File: config.mk
export PLATFORM = sky130hd
export DESIGN_NAME = ptmr_top
export DESIGN_NICKNAME = d
export VERILOG_FILES = /design/src/ptmr_top.v
export VERILOG_INCLUDE_DIRS = /design/src
export SDC_FILE = /design/constraint.sdc
export NUM_CORES = 1
export LEC_CHECK = 0
export ABC_AREA = 0
export BUFFER_PORTS_ARGS = -buffer_cell sky130_fd_sc_hd__buf_4
export CORE_MARGIN = 5
export CORE_UTILIZATION = 35
export DETAILED_ROUTE_END_ITERATION = 7
export GPL_ROUTABILITY_DRIVEN = 0
export GPL_TIMING_DRIVEN = 0
export PLACE_DENSITY_LB_ADDON = 0.08
export SYNTH_ARGS = -nofsm -noshare
export SYNTH_HDL_FRONTEND = slang
export SYNTH_SLANG_ARGS = --single-unit
File: constraint.sdc
create_clock -name CLK -period 4.05 [get_ports CLK]
set_clock_uncertainty 0.05 [all_clocks]
set_input_delay 0 -clock CLK [delete_from_list [all_inputs] [get_ports CLK]]
set_output_delay 0 -clock CLK [all_outputs]
set_load 0.05 [all_outputs]
File: src/ptmr_map.vh
`ifndef PTMR_MAP_VH
`define PTMR_MAP_VH

// register byte addresses on the apb bus
`define PTMR_ADDR_CNT_LO 12'h000
`define PTMR_ADDR_CNT_HI 12'h004
`define PTMR_ADDR_CMPA_LO 12'h008
`define PTMR_ADDR_CMPA_HI 12'h00C
`define PTMR_ADDR_CMPB_LO 12'h010
`define PTMR_ADDR_CMPB_HI 12'h014
`define PTMR_ADDR_PER_LO 12'h018
`define PTMR_ADDR_PER_HI 12'h01C
`define PTMR_ADDR_CTRL0 12'h020
`define PTMR_ADDR_CTRL1 12'h024
`define PTMR_ADDR_FLAGS 12'h028

// control 0 fields
`define PTMR_C0_ENABLE 3
`define PTMR_C0_PAUSE 7
// control 1 fields
`define PTMR_C1_MODE_HI 7
`define PTMR_C1_MODE_LO 6
`define PTMR_C1_PINF_HI 5
`define PTMR_C1_PINF_LO 4
`define PTMR_C1_OCTL 3
`define PTMR_C1_INV 2
`define PTMR_C1_CLRSEL 0
// flag register fields
`define PTMR_FL_CMPA 0
`define PTMR_FL_PER 1

// mode codes
`define PTMR_MODE_CMP 2'h0
`define PTMR_MODE_PWM 2'h2
`define PTMR_MODE_TMR 2'h3

// pin function codes
`define PTMR_PF_NONE 2'h0
`define PTMR_PF_LOW 2'h1
`define PTMR_PF_HIGH 2'h2
`define PTMR_PF_TOGGLE 2'h3

// reset values and counter maximum
`define PTMR_RST_BYTE 8'h00
`define PTMR_RST_CNT 10'h000
`define PTMR_CNT_MAX 10'h3FF

`endif

File: src/ptmr_top.v
// Behaviour
// - counter readable only, low byte bits 7..0, high byte bits 9..8, reset zero
// - compare a value is read/write, split low and high bytes, reset zero
// - compare b value is read/write, split low and high bytes, reset zero
// - period value is read/write, high two bits in own byte, reset zero
// - high byte bits 7..2 read as zero
// - mode field: 00 compare output, 11 timer/counter, 10 pwm
// - clear select low: clear on period match or overflow when period zero, both flags
// - clear select high: clear on compare a match, only compare a flag
// - compare a zero: count to 3FF and overflow, no compare a flag
// - in compare output mode compare a zero is no clear point
// - compare mode output changes only on compare a match or enable rising edge
// - compare a match drives output high, low, toggle or unchanged per pin field
// - enable rising edge forces output to initial level from output control
// - timer/counter mode counts like compare mode but leaves pin undriven
// - pwm mode ignores clear select, period match clears, compare a sets duty
// - pwm period equals period value, zero gives 1024 clocks
// - duty at or above period gives full-period active output
// - pwm raises compare a flag and period flag on their matches
// - pwm: output control picks active level, pin field enables, invert bit inverts
// - pwm counting keeps running while pin field forces a fixed level
// - compare mode pin field: 00 none, 01 low, 10 high, 11 toggle
// - enable rise resets counter to zero, enable fall holds its value
// - pwm pin field: 00 forced inactive, 01 forced active, 10 pwm waveform
`timescale 1ns/1ps
`default_nettype none
`include "ptmr_map.vh"

module ptmr_top #(
    parameter CNT_W = 10
) (
    // clock and reset
    input wire CLK,
    input wire RESET_N,
    // apb slave
    input wire PSEL,
    input wire PENABLE,
    input wire PWRITE,
    input wire [11:0] PADDR,
    input wire [31:0] PWDATA,
    output reg [31:0] PRDATA,
    output wire PREADY,
    output wire PSLVERR,
    // timer tick enable from the clock source, already in this domain
    input wire TICK,
    // output pin
    output wire TMR_OUT,
    output wire TMR_OUT_OE,
    // match pulses
    output reg CMPA_MATCH,
    output reg PER_MATCH
);

    // compare a value, low byte and two-bit high byte
    reg [7:0] cmpa_lo_ff;
    reg [7:0] cmpa_hi_ff;
    // compare b value, stored for software only
    reg [7:0] cmpb_lo_ff;
    reg [7:0] cmpb_hi_ff;
    // period value, low byte and two-bit high byte
    reg [7:0] per_lo_ff;
    reg [7:0] per_hi_ff;

    // control 0: enable and pause
    reg [7:0] ctrl0_ff;
    // control 1: mode, pin field, output control, invert, clear select
    reg [7:0] ctrl1_ff;

    // the running counter and its next value
    reg [CNT_W-1:0] cnt_ff;
    reg [CNT_W-1:0] nxt_cnt;

    // enable delayed one clock, for the rising edge detector
    reg en_d_ff;
    // compare-mode pin level and its next value
    reg out_ff;
    reg nxt_out;
    // pwm waveform before active level and invert
    reg pwm_out_ff;
    reg nxt_pwm_out;

    // sticky match flags, cleared by writing one
    reg flag_a_ff;
    reg flag_p_ff;

    // comparator hits in this cycle
    reg match_a;
    reg match_p;
    // counter clear request
    reg clr;
    // pwm period in clocks, one bit wider to hold 1024
    reg [CNT_W:0] period;

    // ten-bit compare values assembled from their bytes
    wire [CNT_W-1:0] cmpa_val;
    wire [CNT_W-1:0] per_val;

    // decoded control fields
    wire [1:0] mode;
    wire [1:0] pinf;
    wire enable;
    wire pause;
    wire octl;
    wire inv;
    wire clrsel;

    // enable edge and count qualifier
    wire en_rise;
    wire run;

    // bus access strobes and decode result
    wire wr_acc;
    wire rd_acc;
    reg addr_ok;

    assign cmpa_val = {cmpa_hi_ff[1:0], cmpa_lo_ff};
    assign per_val = {per_hi_ff[1:0], per_lo_ff};
    assign mode = ctrl1_ff[`PTMR_C1_MODE_HI:`PTMR_C1_MODE_LO];
    assign pinf = ctrl1_ff[`PTMR_C1_PINF_HI:`PTMR_C1_PINF_LO];
    assign octl = ctrl1_ff[`PTMR_C1_OCTL];
    assign inv = ctrl1_ff[`PTMR_C1_INV];
    assign clrsel = ctrl1_ff[`PTMR_C1_CLRSEL];
    assign enable = ctrl0_ff[`PTMR_C0_ENABLE];
    assign pause = ctrl0_ff[`PTMR_C0_PAUSE];
    assign en_rise = enable & ~en_d_ff;
    assign run = enable & ~pause & TICK;

    // apb: zero wait states, error on unmapped address
    assign PREADY = 1'b1;
    assign wr_acc = PSEL & PENABLE & PWRITE;
    assign rd_acc = PSEL & PENABLE & ~PWRITE;
    assign PSLVERR = PSEL & PENABLE & ~addr_ok;

    // read mux and address decode
    always @* begin
        addr_ok = 1'b1;
        PRDATA = 32'h00000000;
        case (PADDR)
            `PTMR_ADDR_CNT_LO: PRDATA = {24'h000000, cnt_ff[7:0]};
            `PTMR_ADDR_CNT_HI: PRDATA = {30'h00000000, cnt_ff[9:8]};
            `PTMR_ADDR_CMPA_LO: PRDATA = {24'h000000, cmpa_lo_ff};
            `PTMR_ADDR_CMPA_HI: PRDATA = {24'h000000, cmpa_hi_ff};
            `PTMR_ADDR_CMPB_LO: PRDATA = {24'h000000, cmpb_lo_ff};
            `PTMR_ADDR_CMPB_HI: PRDATA = {24'h000000, cmpb_hi_ff};
            `PTMR_ADDR_PER_LO: PRDATA = {24'h000000, per_lo_ff};
            `PTMR_ADDR_PER_HI: PRDATA = {24'h000000, per_hi_ff};
            `PTMR_ADDR_CTRL0: PRDATA = {24'h000000, ctrl0_ff};
            `PTMR_ADDR_CTRL1: PRDATA = {24'h000000, ctrl1_ff};
            `PTMR_ADDR_FLAGS: PRDATA = {30'h00000000, flag_p_ff, flag_a_ff};
            default: addr_ok = 1'b0;
        endcase
    end

    // register writes; high bytes keep only bits 1..0
    always @(posedge CLK or negedge RESET_N) begin
        if (!RESET_N) begin
            cmpa_lo_ff <= `PTMR_RST_BYTE;
            cmpa_hi_ff <= `PTMR_RST_BYTE;
            cmpb_lo_ff <= `PTMR_RST_BYTE;
            cmpb_hi_ff <= `PTMR_RST_BYTE;
            per_lo_ff <= `PTMR_RST_BYTE;
            per_hi_ff <= `PTMR_RST_BYTE;
            ctrl0_ff <= `PTMR_RST_BYTE;
            ctrl1_ff <= `PTMR_RST_BYTE;
        end else if (wr_acc) begin
            case (PADDR)
                `PTMR_ADDR_CMPA_LO: cmpa_lo_ff <= PWDATA[7:0];
                `PTMR_ADDR_CMPA_HI: cmpa_hi_ff <= {6'h00, PWDATA[1:0]};
                `PTMR_ADDR_CMPB_LO: cmpb_lo_ff <= PWDATA[7:0];
                `PTMR_ADDR_CMPB_HI: cmpb_hi_ff <= {6'h00, PWDATA[1:0]};
                `PTMR_ADDR_PER_LO: per_lo_ff <= PWDATA[7:0];
                `PTMR_ADDR_PER_HI: per_hi_ff <= {6'h00, PWDATA[1:0]};
                `PTMR_ADDR_CTRL0: ctrl0_ff <= {PWDATA[7], 3'h0, PWDATA[3], 3'h0};
                `PTMR_ADDR_CTRL1: ctrl1_ff <= {PWDATA[7:2], 1'b0, PWDATA[0]};
                default: ctrl0_ff <= ctrl0_ff;
            endcase
        end
    end

    // comparators and counter clear choice
    always @* begin
        // compare a zero never matches, so no clear point and no flag
        match_a = run && (cmpa_val != `PTMR_RST_CNT) && (cnt_ff + 10'h001 == cmpa_val);
        // period zero: the counter wraps at 3FF, counted as the period point
        match_p = run && ((per_val == `PTMR_RST_CNT) ? (cnt_ff == `PTMR_CNT_MAX)
                  : (cnt_ff + 10'h001 == per_val));
        if (mode == `PTMR_MODE_PWM)
            clr = match_p;
        else if (clrsel)
            clr = match_a | (run && cnt_ff == `PTMR_CNT_MAX);
        else
            clr = match_p;
        if (en_rise)
            nxt_cnt = `PTMR_RST_CNT;
        else if (!run)
            nxt_cnt = cnt_ff;
        else if (clr)
            nxt_cnt = `PTMR_RST_CNT;
        else
            nxt_cnt = cnt_ff + 10'h001;
    end

    // counter, enable edge detector and match flags
    always @(posedge CLK or negedge RESET_N) begin
        if (!RESET_N) begin
            cnt_ff <= `PTMR_RST_CNT;
            en_d_ff <= 1'b0;
            flag_a_ff <= 1'b0;
            flag_p_ff <= 1'b0;
            CMPA_MATCH <= 1'b0;
            PER_MATCH <= 1'b0;
        end else begin
            cnt_ff <= nxt_cnt;
            en_d_ff <= enable;
            CMPA_MATCH <= match_a;
            // period flag is suppressed when compare a clears outside pwm
            PER_MATCH <= match_p & ~(clrsel & (mode != `PTMR_MODE_PWM));
            // flags: set wins over a write-one-to-clear
            flag_a_ff <= match_a | (flag_a_ff &
                ~(wr_acc && PADDR == `PTMR_ADDR_FLAGS && PWDATA[`PTMR_FL_CMPA]));
            flag_p_ff <= (match_p & ~(clrsel & (mode != `PTMR_MODE_PWM))) | (flag_p_ff &
                ~(wr_acc && PADDR == `PTMR_ADDR_FLAGS && PWDATA[`PTMR_FL_PER]));
        end
    end

    // compare-mode pin level and pwm waveform
    always @* begin
        nxt_out = out_ff;
        if (en_rise)
            nxt_out = octl;
        else if (match_a && mode == `PTMR_MODE_CMP) begin
            case (pinf)
                `PTMR_PF_LOW: nxt_out = 1'b0;
                `PTMR_PF_HIGH: nxt_out = 1'b1;
                `PTMR_PF_TOGGLE: nxt_out = ~out_ff;
                default: nxt_out = out_ff;
            endcase
        end
        // active while the next count is below duty; duty >= period stays active
        period = (per_val == `PTMR_RST_CNT) ? 11'h400 : {1'b0, per_val};
        nxt_pwm_out = ({1'b0, cmpa_val} >= period) ? 1'b1
                      : (nxt_cnt < cmpa_val);
    end

    // output flops
    always @(posedge CLK or negedge RESET_N) begin
        if (!RESET_N) begin
            out_ff <= 1'b0;
            pwm_out_ff <= 1'b0;
        end else begin
            out_ff <= nxt_out;
            pwm_out_ff <= nxt_pwm_out;
        end
    end

    // pin drive: pwm active level from output control, then invert
    reg pin_lvl;
    always @* begin
        case (mode)
            `PTMR_MODE_PWM: begin
                case (pinf)
                    `PTMR_PF_NONE: pin_lvl = ~octl;
                    `PTMR_PF_LOW: pin_lvl = octl;
                    `PTMR_PF_HIGH: pin_lvl = pwm_out_ff ? octl : ~octl;
                    default: pin_lvl = ~octl;
                endcase
            end
            `PTMR_MODE_CMP: pin_lvl = out_ff;
            default: pin_lvl = 1'b0;
        endcase
    end
    assign TMR_OUT = (mode == `PTMR_MODE_TMR) ? 1'b0 : (pin_lvl ^ inv);
    assign TMR_OUT_OE = (mode == `PTMR_MODE_CMP) || (mode == `PTMR_MODE_PWM);

endmodule
`default_nettype wire

* After elaboration in Yosys (flattened, before gate mapping) *
Index checks and enable logic that the tools add are counted.

storage, ports and cells
  flip-flop bits (word level) = 56
  input port bits = 50
  output and inout bits = 38
  word-level logic and storage cells = 102

cells by class
  $add $sub $neg = 1
  order comparisons = 2
  eq/ne operators = 19
  muxes and demuxes = 17
  bitwise logic cells = 22
  reduce and logical (&&, ||, !) cells = 25

operator list
  operator                                         number
  case mux 8 bit (11 select lines)                 1
  == test 12 x 5 -> 1 bit (second input constant)  4
  == test 12 x 6 -> 1 bit (second input constant)  3
  2-to-1 mux 10 bit                                3
  == test 12 x 4 -> 1 bit (second input constant)  2
  == test 10 bit                                   2
  AND reduction 2 bit                              9
  == test 12 x 3 -> 1 bit (second input constant)  1
  logical NOT 12 bit                               1
  >= comparator 10 x 11 -> 1 bit                   1
  2-to-1 mux 11 bit                                1
  OR reduction 11 bit                              1
  adder 10 x 1 -> 10 bit (second input constant)   1
  bitwise AND 1 bit                                10
  == test 10 bit (second input constant)           1
  logical NOT 10 bit                               1
  < comparator 10 bit                              1
  nonzero test 10 bit                              1
  2-to-1 mux 1 bit                                 9
  == test 2 bit (second input constant)            4
  logical AND 1 bit                                8
  NOT 1 bit                                        8
  case mux 1 bit (2 select lines)                  2
  nonzero test 4 bit                               1
  other kinds (8)                                  10

* Logic depth before layout (Yosys ltp) *
  depth after elaboration = 13
  gate-level depth with buffers = 18
  gate-level depth less buffers = 16

* Least setup slack after synthesis *
No wires, ideal clock.

  kind = register to register
  start = register cnt_ff[1]
  end = register pwm_out_ff
  data arrival time = 3.553 ns
  required time = 3.913 ns
  setup slack = 0.360 ns
  stages on the path, launching flop included = 18
  path buffers = 1
  clock period less this slack = 3.690 ns
  cell sequence = dfrtp_1 -> ha_1 -> xor2_1 -> a2111oi_4 -> o2111ai_1 -> or3b_4 -> nor4_4 -> or4_1 -> buf_6 -> nor2_2 -> ha_1 -> a21o_1 -> a21o_1 -> a21oi_1 -> nor2_1 -> a211oi_1 -> nand2_1 -> o211ai_1

between the ends
  word-level cells in the longest chain between the ends = 11
  elaborated cells on any way between the ends = 16
  classes of those cells = add/sub: 1; order compare: 1; eq/ne: 3; mux: 7; bitwise: 1; reduce/logical: 3

RTL lines
  element                                                       RTL line                                        text
  start, declared                                               ptmr_top.v:70                                   reg [CNT_W-1:0] cnt_ff;
  start signal, assigned                                        ptmr_top.v:206                                  cnt_ff <= `PTMR_RST_CNT;
  start signal, assigned                                        ptmr_top.v:213                                  cnt_ff <= nxt_cnt;
  adder 10 x 1 -> 10 bit                                        ptmr_top.v:183, ptmr_top.v:186, ptmr_top.v:200
  == test 10 bit, on equally long branches                      ptmr_top.v:186, ptmr_top.v:183
  2-to-1 mux 1 bit / logical AND 1 bit (equally long branches)  ptmr_top.v:185, ptmr_top.v:183
  logical AND 1 bit / OR 1 bit (equally long branches)          ptmr_top.v:185, ptmr_top.v:190
  2-to-1 mux 1 bit                                              ptmr_top.v:189                                  else if (clrsel)
  2-to-1 mux 1 bit                                              ptmr_top.v:187                                  if (mode == `PTMR_MODE_PWM)
  2-to-1 mux 10 bit (*)                                         ptmr_top.v:197                                  else if (clr)
  2-to-1 mux 10 bit (*)                                         ptmr_top.v:195                                  else if (!run)
  2-to-1 mux 10 bit (*)                                         ptmr_top.v:193                                  if (en_rise)
  via nxt_cnt[3]                                                ptmr_top.v:71                                   reg [CNT_W-1:0] nxt_cnt;
  < comparator 10 bit (*)                                       ptmr_top.v:242                                  : (nxt_cnt < cmpa_val);
  2-to-1 mux 1 bit (*)                                          ptmr_top.v:241                                  nxt_pwm_out = ({1'b0, cmpa_val} >= period) ? 1'b1
  via nxt_pwm_out                                               ptmr_top.v:80                                   reg nxt_pwm_out;
  end signal, assigned                                          ptmr_top.v:252                                  pwm_out_ff <= nxt_pwm_out;
  end, declared                                                 ptmr_top.v:79                                   reg pwm_out_ff;

The timed path passes the listed nets; every way through them passes the cells marked *.
A chain may end at the register's enable or synchronous reset.

* Final worst setup path *
  start = register cnt_ff[0]
  end = register pwm_out_ff

Same word-level chain as after synthesis.

==> metrics.yaml <==
yosys:
  synth_edf_count: 0
  synth_cells: 488
  synth_area_sq_um: 4380
  synth.most_common_cell: "dfrtp_1"
  yosysTopAreaCell: "dfrtp_1"
  async_flop_share_pct: 100.0
  ys_types: 70
  yosysWarningCount: 0
  synth_common_cells: "dfrtp_1 (56), nand2_1 (48), o21ai_0 (38), buf_4 (27), inv_1 (27)"
  synth-seq-cells: 56
  synthFlopType: "dfrtp_1"
  yosysTopAreaCellShare_pct: 31.99
  synth_seq_area_share_pct: 31.99
  synth.area.top_cells: "dfrtp_1 (32%), ha_1 (6.6%), mux2_2 (5.9%), buf_4 (4.6%), o21ai_0 (4.3%)"
  syn_avg_cell_area_sq_um: 8.976
cts:
  cts-root-buf: "clkbuf_16"
  clock_sinks: 56
  clockBufferDepth: 2
  cts_buffers: 5
  cts_tree: "yes"
  clk-insertion-delay-late_ps: 300
  clk_pin_slew_ps: 70
  ctsHtreeMaxLevel: 2
power:
  p_per_area_nw_per_um2: 212.7
  ir_drop_mv: 0.1833
  power.leakage_uw: 0.002521
  p_total_uw: 1164
die:
  die_area_sq_um: 14850
  io_pins: 88
  start_util_pct: 36.02
  fp.dieW_um: 121.9
  die_y_um: 121.9
  fp-row-count: 40
  core_region_area_sq_um: 12160
route:
  drt_iter0_markers: 236
  drtAntennaViolNets: 0
  drc_errors: 0
  vias: 3939
  firstDrtPassIters: 7
  wl_per_cell_um: 18.43
  vias_per_cell: 5.252
  wl_mm: 13.82
layout:
  drive_above_1_share_pct: 28.52
  syn_to_final_growth_pct: 24.91
  multi_input_area_sq_um: 2775
  seq_area_sq_um: 1405
  n_antenna_cell: 0
  nets: 655
  final_area_sq_um: 5472
  fillers: 1228
grt:
  grt_start_max_net_pins: 57
  grt_pass1_vias: 3857
  grt_overflow_total: 0
  antenna_found_initial: 0
  grt_pass1_wl_mm: 21.64
  track_usage_pct: 19.00
timing:
  setup_ws_ps: 144.0
  max_freq_mhz: 256.0
  maxSlewHeadroom_pct: 17.27
  fin_crit_sh_pct: 96.45
  hold_viol_final: 0
  fin_setup_tns_ps: 0
  setup_viol: 0
  tightest_slew_ps: 1230
  drv_slew: 0
  fin_crit_ps: 3906
setup_path:
  required_ps: 4190
  critPathTopFamily: "simple AND/OR/NAND/NOR gates"
  worstSetupPathType: "flip-flop to flip-flop"
  slowest_stage: "or4_4"
  cp_num_buf_inv: 2
  path_cells: "buf_4 > and3_1 > buf_6 > nand3_1 > and4b_1 > o31ai_4 > nor4b_4 > or4_4 > nor2_4 > ha_4 > a21o_1 > a21o_1 > a21oi_2 > nor2_1 > a211oi_2 > nand2_1 > o211ai_1"
  path_common_cell: "a21o_1"
  max_stage_delay_ps: 500
  path_max_fanout: 8
  crit_arrival_ps: 4040
  cp-start-kind: "flip-flop"
  cp-end-kind: "flip-flop"
placed_design:
  dpl_worst_slack_ps: -344.9
  io_buffers: 37
  dp_hpwl_mm: 10.51
  postPlaceCellArea_sq_um: 4955
outcome:
  status: "completed"
worst_hold_path:
  worstHoldPathType: "input pin to flip-flop"
flow_run:
  cap_violations: 0
[worst paths after layout]
kind,startpoint,end,slack (ps),depth (start not counted)
worst max-delay path,cnt_ff[0],pwm_out_ff,140,17
worst min-delay path,PADDR[3],per_hi_ff[0],130,5
worst max register to register,cnt_ff[0],pwm_out_ff,140,17
worst min register to register,flag_a_ff,flag_a_ff,440,2
max in group asynchronous,RESET_N,ctrl0_ff[7],3160,2
min in group asynchronous,RESET_N,cnt_ff[2],250,2
[final cells by class]
class / instances / area share, %
clock buffer: 6 / 2.538
tap: 168 / 3.842
timing repair buffer: 68 / 9.810
inverter: 27 / 1.852
buffer: 44 / 5.397
sequential: 56 / 25.68
clock inverter: 1 / 0.1601
multi-input combinational: 380 / 50.72
[per-layer routing]
metal  vias to the layer above  wire (um)  global-route usage [%]
li1                       1907          -                       -
met1                      1884       6381                   25.37
met2                       127       6273                   30.25
met3                        21        686                   3.389
met4                         0        477                   8.053
met5                         -          0                       0
[where the power goes]
part / leakage [uW] / switching [uW] / internal [uW]
registers: 0.000689 / 1.18 / 559
logic: 0.00176 / 97.0 / 47.8
clock network: 0.0000729 / 214 / 245
total: 0.00252 / 312 / 852
[layout by cell type, fill, tap and decap left out, types with 18 or more instances in the layout]
master   instances
nand2_1         47
conb_1          25
o21ai_0         37
mux2_2          23
dfrtp_1         53
inv_1           27
nor2_1          22
buf_4           83
ha_1            21
xnor2_1         18
[flip-flops by register name, summed over array words and instances, names as in the netlist]
name        flops
out_ff          1
cnt_ff         10
cmpb_lo_ff      8
flag_a_ff       1
ctrl1_ff        7
en_d_ff         1
cmpb_hi_ff      2
ctrl0_ff        2
CMPA_MATCH      1
per_hi_ff       2
cmpa_lo_ff      8
cmpa_hi_ff      2
flag_p_ff       1
per_lo_ff       8
PER_MATCH       1
pwm_out_ff      1
[per-stage QoR]
step / util, % / hold slack [ps] / std cells
5_1_grt: 44.99 / 157.9 / 750
6_report: 44.99 / 132.0 / 750
2_1_floorplan: - / -345.6 / 511
3_3_place_gp: 40.74 / 74.89 / 716
3_5_place_dp: 40.74 / 80.26 / 716
4_1_cts: 43.73 / 113.9 / 736
[timing repair]
action,4_1_cts,5_1_grt
hold buffers,9,0
endpoints found under the hold margin,96,0
endpoints found under the setup margin,1,1
buffers inserted,5,17
pin swaps,7,14
resized for setup,17,12
cloned,0,0
[worst min-delay path, stage by stage]
cell	delay, ps
buf_4	130
nand2_1	90
nor4_1	90
nand2_1	60
o21ai_0	60
[cells by family (layout without fill, tap and decap cells)]
family / count (synthesis) / after routing / synth area share, %
simple gates: 177 / 177 / 22.96
compound gates: 95 / 95 / 15.02
buf+inv: 75 / 146 / 9.597
flops: 56 / 56 / 31.99
xor+xnor: 30 / 30 / 6.170
mux: 30 / 30 / 7.512
fa+ha+maj: 23 / 23 / 6.570
other cells: 2 / 25 / 0.1714
Note: power is estimated with default switching activity, not from simulation.
